--- src/rtl/capture_ch1_regs.svh ---
`ifndef CAPTURE_CH1_REGS_SVH
`define CAPTURE_CH1_REGS_SVH

// ==================================================================
// Register map
`define CTRL_OFFSET 4'h0
`define CTRL_RESET 32'h0000_0000

// ==================================================================
// Field positions of the channel control register
`define EDGE_SEL_BIT 31
`define PROG_BIT 10
`define VANC_BIT 9
`define HANC_BIT 8
`define INT_SEL_HI 7
`define INT_SEL_LO 6
`define FIELD_BIT 5
`define FMT_HI 2
`define FMT_LO 1
`define ENABLE_BIT 0

// ==================================================================
// Stream timing codes
`define TRS_FF 8'hFF
`define TRS_00 8'h00
`define XY_F_BIT 6
`define XY_V_BIT 5
`define XY_H_BIT 4

`endif

--- src/rtl/capture_ch1_pkg.sv ---
package capture_ch1_pkg;

    // Gray-coded walk through the timing reference preamble
    typedef enum logic [1:0] {
        TRS_IDLE = 2'b00,
        TRS_FF1 = 2'b01,
        TRS_Z1 = 2'b11,
        TRS_Z2 = 2'b10
    } trs_state_e;

    typedef enum logic [1:0] {
        IRQ_TOP = 2'h0,
        IRQ_BOTTOM = 2'h1,
        IRQ_BOTH = 2'h2,
        IRQ_RSVD = 2'h3
    } irq_select_e;

    typedef logic [7:0] pix_byte_t;

endpackage : capture_ch1_pkg

--- src/rtl/capture_second_capture_channel_control.sv ---
// The Wishbone slave port and the address map were decided locally.
`include "capture_ch1_regs.svh"

module capture_second_capture_channel_control (
    // Clock and reset
    input wire logic clk_i,
    input wire logic rst_i,
    // Wishbone slave
    input wire logic cyc_i,
    input wire logic stb_i,
    input wire logic we_i,
    input wire logic [3:0] adr_i,
    input wire logic [3:0] sel_i,
    input wire logic [31:0] dat_i,
    output logic [31:0] dat_o,
    output logic ack_o,
    // Video link pins
    input wire logic pix_clk_i,
    input wire capture_ch1_pkg::pix_byte_t pix_data_i,
    input wire logic raw_vsync_i,
    input wire logic raw_hsync_i,
    input wire logic raw_field_i,
    // To pin-level edge logic
    output logic clk_edge_sel_o,
    // SDRAM write stream
    output logic wr_valid_o,
    output capture_ch1_pkg::pix_byte_t wr_data_o,
    // Frame event to CPU
    output logic frame_irq_o
);
    import capture_ch1_pkg::*;

    // ==================================================================
    // Control register fields
    logic edge_sel_q;
    logic prog_q;
    logic vanc_en_q;
    logic hanc_en_q;
    irq_select_e int_sel_q;
    logic field_flag_q;
    logic [1:0] fmt_q;
    logic enable_q;
    logic ack_q;
    logic [31:0] dat_q;

    // ==================================================================
    // Pin synchronisers
    logic [2:0] clk_meta_q;
    logic [2:0] clk_sync_q;
    pix_byte_t data_meta_q;
    pix_byte_t data_sync_q;
    logic vs_meta_q;
    logic vs_sync_q;
    logic vs_prev_q;
    logic pclk_prev_q;

    // ==================================================================
    // Stream pipeline
    logic pix_edge;
    logic raw_mode;
    logic code_byte;
    logic xy_seen;
    logic trs_field;
    logic trs_vblank;
    logic trs_hblank;
    logic vblank_prev_q;
    logic field_now;
    logic field_event;
    logic irq_fire;
    logic store;
    logic field_view;
    logic wb_req;
    logic wb_wr;
    logic addr_hit;
    logic wr_valid_q;
    pix_byte_t wr_data_q;
    logic irq_q;

    // Field decode is used by both sync sources
    function automatic logic irq_match(input irq_select_e sel,
                                       input logic bottom);
        case (sel)
            IRQ_TOP: irq_match = !bottom;
            IRQ_BOTTOM: irq_match = bottom;
            IRQ_BOTH: irq_match = 1'b1;
            default: irq_match = 1'b0;
        endcase
    endfunction : irq_match

    // ==================================================================
    // Two flops per pin, third flop only for edge detection
    always_ff @(posedge clk_i) begin
        if (rst_i) begin
            clk_meta_q <= 3'h0;
            clk_sync_q <= 3'h0;
            vs_meta_q <= 1'b0;
            vs_sync_q <= 1'b0;
        end else begin
            clk_meta_q <= {raw_field_i, raw_hsync_i, pix_clk_i};
            clk_sync_q <= clk_meta_q;
            vs_meta_q <= raw_vsync_i;
            vs_sync_q <= vs_meta_q;
        end
    end

    always_ff @(posedge clk_i) begin
        if (rst_i) begin
            data_meta_q <= 8'h00;
            data_sync_q <= 8'h00;
        end else begin
            data_meta_q <= pix_data_i;
            data_sync_q <= data_meta_q;
        end
    end

    // Idle pin levels are low, so no false edge follows reset
    always_ff @(posedge clk_i) begin
        if (rst_i) begin
            pclk_prev_q <= 1'b0;
            vs_prev_q <= 1'b0;
        end else begin
            pclk_prev_q <= clk_sync_q[0];
            vs_prev_q <= vs_sync_q;
        end
    end

    // Rising edge of the synchronised pixel clock; the data captured
    // in the same cycle was stable for half a pixel period
    assign pix_edge = clk_sync_q[0] && !pclk_prev_q;
    assign raw_mode = fmt_q[1];

    trs_decoder trs_decoder_inst (
        .clk_i(clk_i),
        .rst_i(rst_i),
        .byte_valid_i(pix_edge && !raw_mode),
        .byte_i(data_sync_q),
        .code_byte_o(code_byte),
        .xy_seen_o(xy_seen),
        .field_o(trs_field),
        .vblank_o(trs_vblank),
        .hblank_o(trs_hblank)
    );

    // ==================================================================
    // Field boundary events
    // Progressive frames carry no bottom field
    assign field_now = prog_q ? 1'b0 :
        (raw_mode ? clk_sync_q[2] : data_sync_q[`XY_F_BIT]);
    assign field_event = raw_mode ? (vs_sync_q && !vs_prev_q)
        : (xy_seen && data_sync_q[`XY_V_BIT] && !vblank_prev_q);
    assign irq_fire = enable_q && field_event &&
        irq_match(int_sel_q, field_now);

    always_ff @(posedge clk_i) begin
        if (rst_i) begin
            vblank_prev_q <= 1'b0;
        end else if (xy_seen) begin
            vblank_prev_q <= data_sync_q[`XY_V_BIT];
        end
    end

    always_ff @(posedge clk_i) begin
        if (rst_i) begin
            irq_q <= 1'b0;
        end else begin
            irq_q <= irq_fire;
        end
    end

    always_ff @(posedge clk_i) begin
        if (rst_i) begin
            field_flag_q <= 1'b0;
        end else if (irq_fire) begin
            field_flag_q <= field_now;
        end
    end

    assign field_view = raw_mode ? clk_sync_q[2] : field_flag_q;

    // ==================================================================
    // Word storage gate
    always_comb begin
        store = 1'b0;
        if (!enable_q || !pix_edge) begin
            store = 1'b0;
        end else if (raw_mode) begin
            store = !vs_sync_q && !clk_sync_q[1];
        end else if (code_byte) begin
            store = 1'b0;
        end else if (trs_hblank) begin
            store = hanc_en_q;
        end else if (trs_vblank) begin
            store = vanc_en_q;
        end else begin
            store = 1'b1;
        end
    end

    always_ff @(posedge clk_i) begin
        if (rst_i) begin
            wr_valid_q <= 1'b0;
            wr_data_q <= 8'h00;
        end else begin
            wr_valid_q <= store;
            if (store) wr_data_q <= data_sync_q;
        end
    end

    // ==================================================================
    // Wishbone slave: ack one cycle after the request, write at the edge that ends the ack cycle
    assign wb_req = cyc_i && stb_i;
    assign addr_hit = (adr_i == `CTRL_OFFSET);
    assign wb_wr = wb_req && we_i && ack_q && addr_hit;

    always_ff @(posedge clk_i) begin
        if (rst_i) begin
            ack_q <= 1'b0;
            dat_q <= `CTRL_RESET;
        end else begin
            ack_q <= wb_req && !ack_q;
            if (wb_req && !ack_q && !we_i) begin
                dat_q <= 32'h0000_0000;
                if (addr_hit) begin
                    dat_q[`EDGE_SEL_BIT] <= edge_sel_q;
                    dat_q[`PROG_BIT] <= prog_q;
                    dat_q[`VANC_BIT] <= vanc_en_q;
                    dat_q[`HANC_BIT] <= hanc_en_q;
                    dat_q[`INT_SEL_HI:`INT_SEL_LO] <= int_sel_q;
                    dat_q[`FIELD_BIT] <= field_view;
                    dat_q[`FMT_HI:`FMT_LO] <= fmt_q;
                    dat_q[`ENABLE_BIT] <= enable_q;
                end
            end
        end
    end

    // Reserved bits and the field flag have no storage on the write path
    always_ff @(posedge clk_i) begin
        if (rst_i) begin
            edge_sel_q <= 1'b0;
            prog_q <= 1'b0;
            vanc_en_q <= 1'b0;
            hanc_en_q <= 1'b0;
            int_sel_q <= IRQ_TOP;
            fmt_q <= 2'h0;
            enable_q <= 1'b0;
        end else if (wb_wr) begin
            if (sel_i[3]) edge_sel_q <= dat_i[`EDGE_SEL_BIT];
            if (sel_i[1]) begin
                prog_q <= dat_i[`PROG_BIT];
                vanc_en_q <= dat_i[`VANC_BIT];
                hanc_en_q <= dat_i[`HANC_BIT];
            end
            if (sel_i[0]) begin
                int_sel_q <= irq_select_e'(dat_i[`INT_SEL_HI:`INT_SEL_LO]);
                fmt_q <= dat_i[`FMT_HI:`FMT_LO];
                enable_q <= dat_i[`ENABLE_BIT];
            end
        end
    end

    // ==================================================================
    // Outputs
    assign clk_edge_sel_o = edge_sel_q;
    assign dat_o = dat_q;
    assign ack_o = ack_q;
    assign wr_valid_o = wr_valid_q;
    assign wr_data_o = wr_data_q;
    assign frame_irq_o = irq_q;

endmodule : capture_second_capture_channel_control

--- src/rtl/trs_decoder.sv ---
`include "capture_ch1_regs.svh"

module trs_decoder (
    // Clock and reset
    input wire logic clk_i,
    input wire logic rst_i,
    // Incoming byte stream
    input wire logic byte_valid_i,
    input wire capture_ch1_pkg::pix_byte_t byte_i,
    // Decoded timing
    output logic code_byte_o,
    output logic xy_seen_o,
    output logic field_o,
    output logic vblank_o,
    output logic hblank_o
);
    import capture_ch1_pkg::*;

    trs_state_e state_q;
    logic field_q;
    logic vblank_q;
    logic hblank_q;

    // ==================================================================
    // Classification of the present byte
    // FF and 00 are reserved in an 8-bit stream, so no look-ahead needed
    assign code_byte_o = (byte_i == `TRS_FF) || (state_q != TRS_IDLE);
    assign xy_seen_o = byte_valid_i && (state_q == TRS_Z2);
    assign field_o = field_q;
    assign vblank_o = vblank_q;
    assign hblank_o = hblank_q;

    // ==================================================================
    // Preamble tracker
    always_ff @(posedge clk_i) begin
        if (rst_i) begin
            state_q <= TRS_IDLE;
        end else if (byte_valid_i) begin
            case (state_q)
                TRS_IDLE: begin
                    if (byte_i == `TRS_FF) state_q <= TRS_FF1;
                end
                TRS_FF1: begin
                    state_q <= (byte_i == `TRS_00) ? TRS_Z1 : TRS_IDLE;
                end
                TRS_Z1: begin
                    state_q <= (byte_i == `TRS_00) ? TRS_Z2 : TRS_IDLE;
                end
                TRS_Z2: begin
                    state_q <= TRS_IDLE;
                end
                default: begin
                    state_q <= TRS_IDLE;
                end
            endcase
        end
    end

    // ==================================================================
    // Region flags, valid from the byte after the code word
    always_ff @(posedge clk_i) begin
        if (rst_i) begin
            field_q <= 1'b0;
            vblank_q <= 1'b0;
            hblank_q <= 1'b1;
        end else if (xy_seen_o) begin
            field_q <= byte_i[`XY_F_BIT];
            vblank_q <= byte_i[`XY_V_BIT];
            hblank_q <= byte_i[`XY_H_BIT];
        end
    end

endmodule : trs_decoder
--- config.mk ---
export PLATFORM = sky130hd
export DESIGN_NAME = capture_second_capture_channel_control
export DESIGN_NICKNAME = d
export VERILOG_FILES = /design/src/rtl/capture_ch1_pkg.sv /design/src/rtl/capture_second_capture_channel_control.sv /design/src/rtl/trs_decoder.sv
export VERILOG_INCLUDE_DIRS = /design/src /design/src/rtl
export SDC_FILE = /design/constraint.sdc
export NUM_CORES = 1
export LEC_CHECK = 0
export ABC_AREA = 0
export BUFFER_PORTS_ARGS = -buffer_cell sky130_fd_sc_hd__buf_2
export CAP_MARGIN = 0
export CORE_ASPECT_RATIO = 0.7
export CORE_UTILIZATION = 47
export DETAILED_ROUTE_END_ITERATION = 10
export PLACE_DENSITY_LB_ADDON = 0.3
export SLEW_MARGIN = 20
export SYNTH_ARGS = -nofsm -noshare
export SYNTH_HDL_FRONTEND = slang
export SYNTH_SLANG_ARGS = --single-unit
--- constraint.sdc ---
create_clock -name clk_i -period 2.1 [get_ports clk_i]
set_input_delay 0.21 -clock clk_i [delete_from_list [all_inputs] [get_ports clk_i]]
set_output_delay 0.21 -clock clk_i [all_outputs]
set_load 0.05 [all_outputs]
==> results of run 1 <==
[cells in the final DEF (no fill, tap or decap), drive strengths merged, types with 2 or more instances in the layout]
cell type   n
a21oi      13
buf        58
clkbuf     11
clkinv      2
conb       22
dfxtp      61
inv         3
mux2i      18
nand2      30
nand3      15
nand3b      2
nand4       2
nor2       13
nor2b      26
nor3        6
nor4        3
o2111ai     2
or3         2
or3b        2
[area by class of cell]
class,count,area (µm²)
tap,69,86.3
clock buffer,11,151
timing repair buffer,58,300
clock inverter,4,47.5
sequential,61,1220
multi-input combinational,171,1010
inverter,3,11.3
fill,444,2010
[flip-flops by register name, indices dropped and copies added, names as in the netlist, 2 cells and up]
signal / count
wr_data_o: 8
dat_o: 10
data_sync_q: 8
clk_meta_q: 3
trs_decoder_inst.state_q: 2
data_meta_q: 8
fmt_q: 2
int_sel_q: 2
clk_sync_q: 3
[worst paths after layout]
check	from	depth (start not counted)	end	slack (ns)
worst min register to register	clk_meta_q[0]$_SDFF_PP0_	1	clk_sync_q[0]$_SDFF_PP0_	0.43
worst max register to register	trs_decoder_inst.vblank_o$_SDFFE_PP0N_	4	wr_data_o[0]$_SDFFE_PP0P_	0.37
worst min-delay path	pix_data_i[3]	2	data_meta_q[3]$_SDFF_PP0_	0.08
worst max-delay path	trs_decoder_inst.vblank_o$_SDFFE_PP0N_	4	wr_data_o[0]$_SDFFE_PP0P_	0.37
[where the power goes]
part | switching (W) | internal, W | total, W
Combinational | 0.000134 | 0.0000427 | 0.000177
Sequential | 0.0000111 | 0.00118 | 0.00119
Clock | 0.000423 | 0.000601 | 0.00102
[worst max-delay path, delay by kind of cell (launching register included)]
family	cells	cell delay, ns
AO/OA/AOI/OAI	2	0.58
AND/OR/NAND/NOR	1	0.45
flip-flops	1	0.39
multiplexers	1	0.24
[cell families after synthesis]
group	count (synthesis)
AND/OR/NAND/NOR	108
buffers and inverters	37
AO/OA/AOI/OAI	21
XOR/XNOR	1
flip-flops	61
other	1
multiplexers	19
[metrics by stage]
| stage | total power, W | hold WS [ns] | area (µm²) |
|---|---|---|---|
| finish | 0.00239 | 0.0842 | 2830 |
| global route | 0.00249 | 0.0652 | 2830 |
| CTS | 0.00241 | 0.0715 | 2830 |
| detailed placement | 0.00139 | 0.420 | 2630 |
| global placement | 0.00139 | 0.417 | 2630 |
| floorplan | 0.00138 | 0.338 | 2460 |
[per-layer routing]
layer  routed length, µm  global-route usage, %  up-vias
li1                    -                      -      907
met1                2090                   21.1      745
met2                1680                   23.3       50
met3                 251                   8.04       10
met4                  68                   7.96        0
met5                   0                      0        -
==> impl_results.md, run 1 <==
- Status: finished, final reports clean
- Initial antenna violation count: 0
- Setup WS pre-CTS: ~0.38 ns
- P_leak: 1.31 nW
- Worst setup path class: flop to flop
- Slew margin rel.: 65.8%
- Area contributors post-synth: dfxtp_1, mux2i_1, buf_4
- Slowest-stage cell, CP: or3b_2
- Core Region: about 4800 µm²
- CP max FO: 9
- 1st-iter DRT viols: between 60 and 70
- Synth top area share: about half
- Largest family of logic cells by synthesized area: simple AND/OR/NAND/NOR gates
- Total track usage: ~16%
- Die height: 61.6 µm
- Post-synth design cell area: 2380 µm²
- EDFF count, synth: 0
- Post_cts resized: 0
- Ports: slightly above 100
- Gr ovfl total: 0
- Worst setup EP type: flop
- Die ar.: ~5400 µm²
- Clock sink count: between 60 and 70
- Final core utilization: roughly three fifths
- Mapped Cells: approximately 250
- Fin. max-slew vios: 0
- Worst path max stage delay: 0.45 ns
- Final setup fails: 0
- Clk root buf: clkbuf_8
- Least-Margin Pin Slew: between 0.5 and 0.6 ns
- Setup ws final: between 0.3 and 0.4 ns
- Syn. warnings: 0
- # hold bufs at CTS: 0
- Clock transition at the registers of the reported paths: around 0.060 ns
- DR pass1 iterations: 4
- Area delta synth->final: 18.6%
- CTS tree: yes
- Post-Synth Simple-Gate Area: ~24%
- Compound-gate portion of the synthesized area: a little over 6%
- Number of synthesized register bits: 61
- Clk_lat worst skew: around 0.33 ns
- Max Clk Rate: roughly 580 MHz
- CP Data Arrival Time: roughly 2.0 ns
- Count of final hold-check violations: 0
- Min Tclk post-route: around 1.7 ns
- First-pass GRT wire length: 6360 µm
- Largest net degree at the start of global routing: 54
- DRC errors left: 0
- H-tree depth: 3
- Nets: ~360
- Clock buffer depth: 2
- Adder-cell share of the synthesized area: 0%
- RSZ-0062 raised after global routing: no
- N_diodes: 0
- Max VDD drop: between 0.4 and 0.5 mV
- Port bufs: 54
- Post-DRT Antenna Nets: 0
- Layout cells sized above 1: approximately a quarter
- Final non-filler cell total: 377
- Setup Fix Bufs, Post-CTS: 0
- Gpl congestion: slightly above 0.8
- Top post-synthesis cells by count: dfxtp_1, nand2_1, nor2b_1
- HPWL after DPL: a little under 3000 µm
- Vias: around 1,700
- Top-count cell post-synth: dfxtp_1
- Post-synth ARST share: 0%
- Final wirelength: 4090 µm
- Vias per cell: approximately 4.5
- Pwr Density: 846 nW/µm²
- XOR/XNOR Fraction of Synth Area: 0.367%
- Horiz. Die Dim: a little under 90 µm
- Total clock buffers created by CTS: 9
- Avg Cell Area, Syn: between 9 and 10 µm²
- Crit share post-route: between 80% and 90%
- Starting Density: between 40% and 50%
- Setup TNS: 0 ns
- Hold Path Class: input port to flop
- # Max-Cap Violations: 0
- Req. time, crit path: 2.36 ns
- Register area share after synthesis: 51.2%
- Top cell type by total area after synthesis: dfxtp_1
- FP Rows: 21
- Vias in the first global route: approximately 1,400
- Worst path cell trace: or3b_2 -> o2111ai_1 -> o21a_1 -> mux2i_1
- Post-synthesis mux area share: 8.03%
- Synth cell types: 38
- Final Skew: just over 0.006 ns
- Routed wire per std cell: approximately 11 µm
- Critical path launch point type: flop
- Inst Count DP: between 300 and 400
- Most used DFF post-synth: dfxtp_1
(Power assumes the default switching activity.)
==> inputs of run 2 (changes only) <==
- clock period: 2.1 -> 1.7 ns (I/O delays scaled with it)
==> impl_results.md, run 2 (synthesis gave the netlist of run 1 again) <==
- Ports: 101
- First-pass GRT wire length: ~6800 µm
- Least-Margin Pin Slew: 0.521 ns
- Worst hold margin: approximately 0.042 ns
- Final wirelength: 4300 µm
- Worst setup path class: flop to flop
- Crit share post-route: ~94%
- Most common cell after layout, fill and taps aside: dfxtp_1
- Clk pwr share: about 39%
- CTS tree: yes
- 1st-iter DRT viols: 56
- Commonest non-fill, non-tap cells in the layout: dfxtp_1, buf_2, nand2_1
- # fillers: 460
- DR pass1 iterations: 4
- Starting Density: between 40 and 50%
- CP top delay family: simple AND/OR/NAND/NOR gates
- Count of final hold-check violations: 0
- Hold path depth: 2
- CP Data Arrival Time: about 1.9 ns
- Layout cells sized above 1: about 27%
- RSZ-0062 raised after global routing: no
- Post-DRT Antenna Nets: 0
- Setup TNS: 0 ns
- Total clock buffers created by CTS: 9
- Gpl congestion: 0.812
- Vias per cell: approximately 4.6
- Hold_sp: raw_field_i
- Status: finished, final reports clean
- Buf/Inv on CP: 0
- Initial antenna violation count: 0
- Max VDD drop: about 0.57 mV
- Nets: ~370
- P_leak: around 1.3 nW
- Area of the multi-input gates: around 1000 µm²
- Max FFs per register: 10
- Post_cts resized: 0
- Final setup fails: 0
- Depth of the most critical reg-to-reg path: 4
- Routed wire per std cell: 11.3 µm
- Flop pwr share: 52.8%
- HPWL after DPL: ~2900 µm
- Total track usage: between 15 and 20%
- Final Skew: between 0.007 and 0.008 ns
- Slew margin rel.: between 60% and 70%
- Clock sink count: between 60 and 70
- Reg2reg setup slack: around 0.096 ns
- Clock transition at the registers of the reported paths: 0.06 ns
- Combinational Power Share: 8.2%
- FP Rows: 21
- Area delta synth->final: 20.3%
- Worst path cell trace: or4b_1 -> nor4_2 -> a21oi_1 -> a221oi_1
- Setup Fix Bufs, Post-CTS: 0
- Pwr Density: ~1000 nW/µm²
- Core Region: 4830 µm²
- Gr ovfl total: 0
- Inst Count DP: ~370
- Register Area: approximately 1200 µm²
- Largest net degree at the start of global routing: between 50 and 60
- Worst path max stage delay: ~0.47 ns
- Die height: just over 60 µm
- Min Tclk post-route: between 1.5 and 2 ns
- Max Clk Rate: 623 MHz
- Worst setup EP type: flop
- Horiz. Die Dim: around 87 µm
- Vias in the first global route: ~1,500
- # hold bufs at CTS: 0
- Req. time, crit path: 1.94 ns
- Slowest-stage cell, CP: or4b_1
- Hold path endpoint: clk_meta_q[2]$_SDFF_PP0_
- Switching power: a little under 0.0007 W
- Critical path launch point type: flop
- Hold Path Class: input port to flop
- Port bufs: 54
- Int Power: roughly 0.0021 W
- Worst r2r dst: trs_decoder_inst.state_q[0]$_SDFFE_PP0P_
- N_diodes: 0
- Clk root buf: clkbuf_8
- Vias: 1,750
- Sw frac: between 20% and 30%
- Final non-filler cell total: 381
- DRC errors left: 0
- Clock buffer depth: 2
- H-tree depth: 3
- Fin. max-slew vios: 0
- Critical R2R Launch: trs_decoder_inst.state_q[0]$_SDFFE_PP0P_
- CP max FO: 6
- Clk_lat worst skew: 0.34 ns
- Die ar.: ~5400 µm²
- # Max-Cap Violations: 0
run 2: changes by cell type in the layout (fill, tap and decap cells not counted), sizes merged:
cell / before / now
clkinvlp: 1 / 0
bufinv: 1 / 0
clkbuf: 11 / 12
buf: 58 / 63
run 2: worst max path at each step:
stage | startpoint | endpoint | cells past startpoint
CTS | trs_decoder_inst.state_q[0]$_SDFFE_PP0P_ | trs_decoder_inst.state_q[0]$_SDFFE_PP0P_ | 4
global route | trs_decoder_inst.state_q[0]$_SDFFE_PP0P_ | trs_decoder_inst.state_q[0]$_SDFFE_PP0P_ | 4
floorplan | fmt_q[1]$_SDFFE_PP0P_ | field_flag_q$_SDFFE_PP0P_ | 6
finish | trs_decoder_inst.state_q[0]$_SDFFE_PP0P_ | trs_decoder_inst.state_q[0]$_SDFFE_PP0P_ | 4
detailed placement | trs_decoder_inst.state_q[0]$_SDFFE_PP0P_ | trs_decoder_inst.state_q[0]$_SDFFE_PP0P_ | 4
global placement | fmt_q[1]$_SDFFE_PP0P_ | field_flag_q$_SDFFE_PP0P_ | 4
run 2: area by class of cell:
| type | instances | share of cell area [%] |
|---|---|---|
| clock buffer | 12 | 5.41 |
| multi-input combinational | 171 | 35.6 |
| tap | 69 | 3.01 |
| timing repair buffer | 63 | 12.6 |
| sequential | 61 | 42.6 |
| inverter | 3 | 0.392 |
| clock inverter | 2 | 0.349 |
run 2: stage by stage:
step	instance area [µm²]	utilization (%)	power, W	setup slack [ns]
after floorplan	2460	-	0.00171	0.0663
after detailed placement	2690	55.7	0.00173	0.0871
after global routing	2870	59.3	0.00290	0.0207
after global placement	2690	55.7	0.00173	0.153
final	2870	59.3	0.00279	0.0956
after CTS	2860	59.1	0.00280	0.0533
run 2: routing by layer:
metal / GRT usage (%) / wire, µm
met1: 23.3 / 2120
met4: 7.73 / 59
met3: 9.25 / 312
met2: 24.3 / 1810
met5: 0 / 0
run 2: power groups by stage:
| stage | registers (W) | clock network [W] | logic, W |
|---|---|---|---|
| final | 0.00147 | 0.00109 | 0.000228 |
| after global routing | 0.00147 | 0.00118 | 0.000247 |
| after CTS | 0.00147 | 0.00111 | 0.000228 |
| after detailed placement | 0.00150 | 0 | 0.000227 |
| after global placement | 0.00150 | 0 | 0.000226 |
| after floorplan | 0.00150 | 0 | 0.000207 |
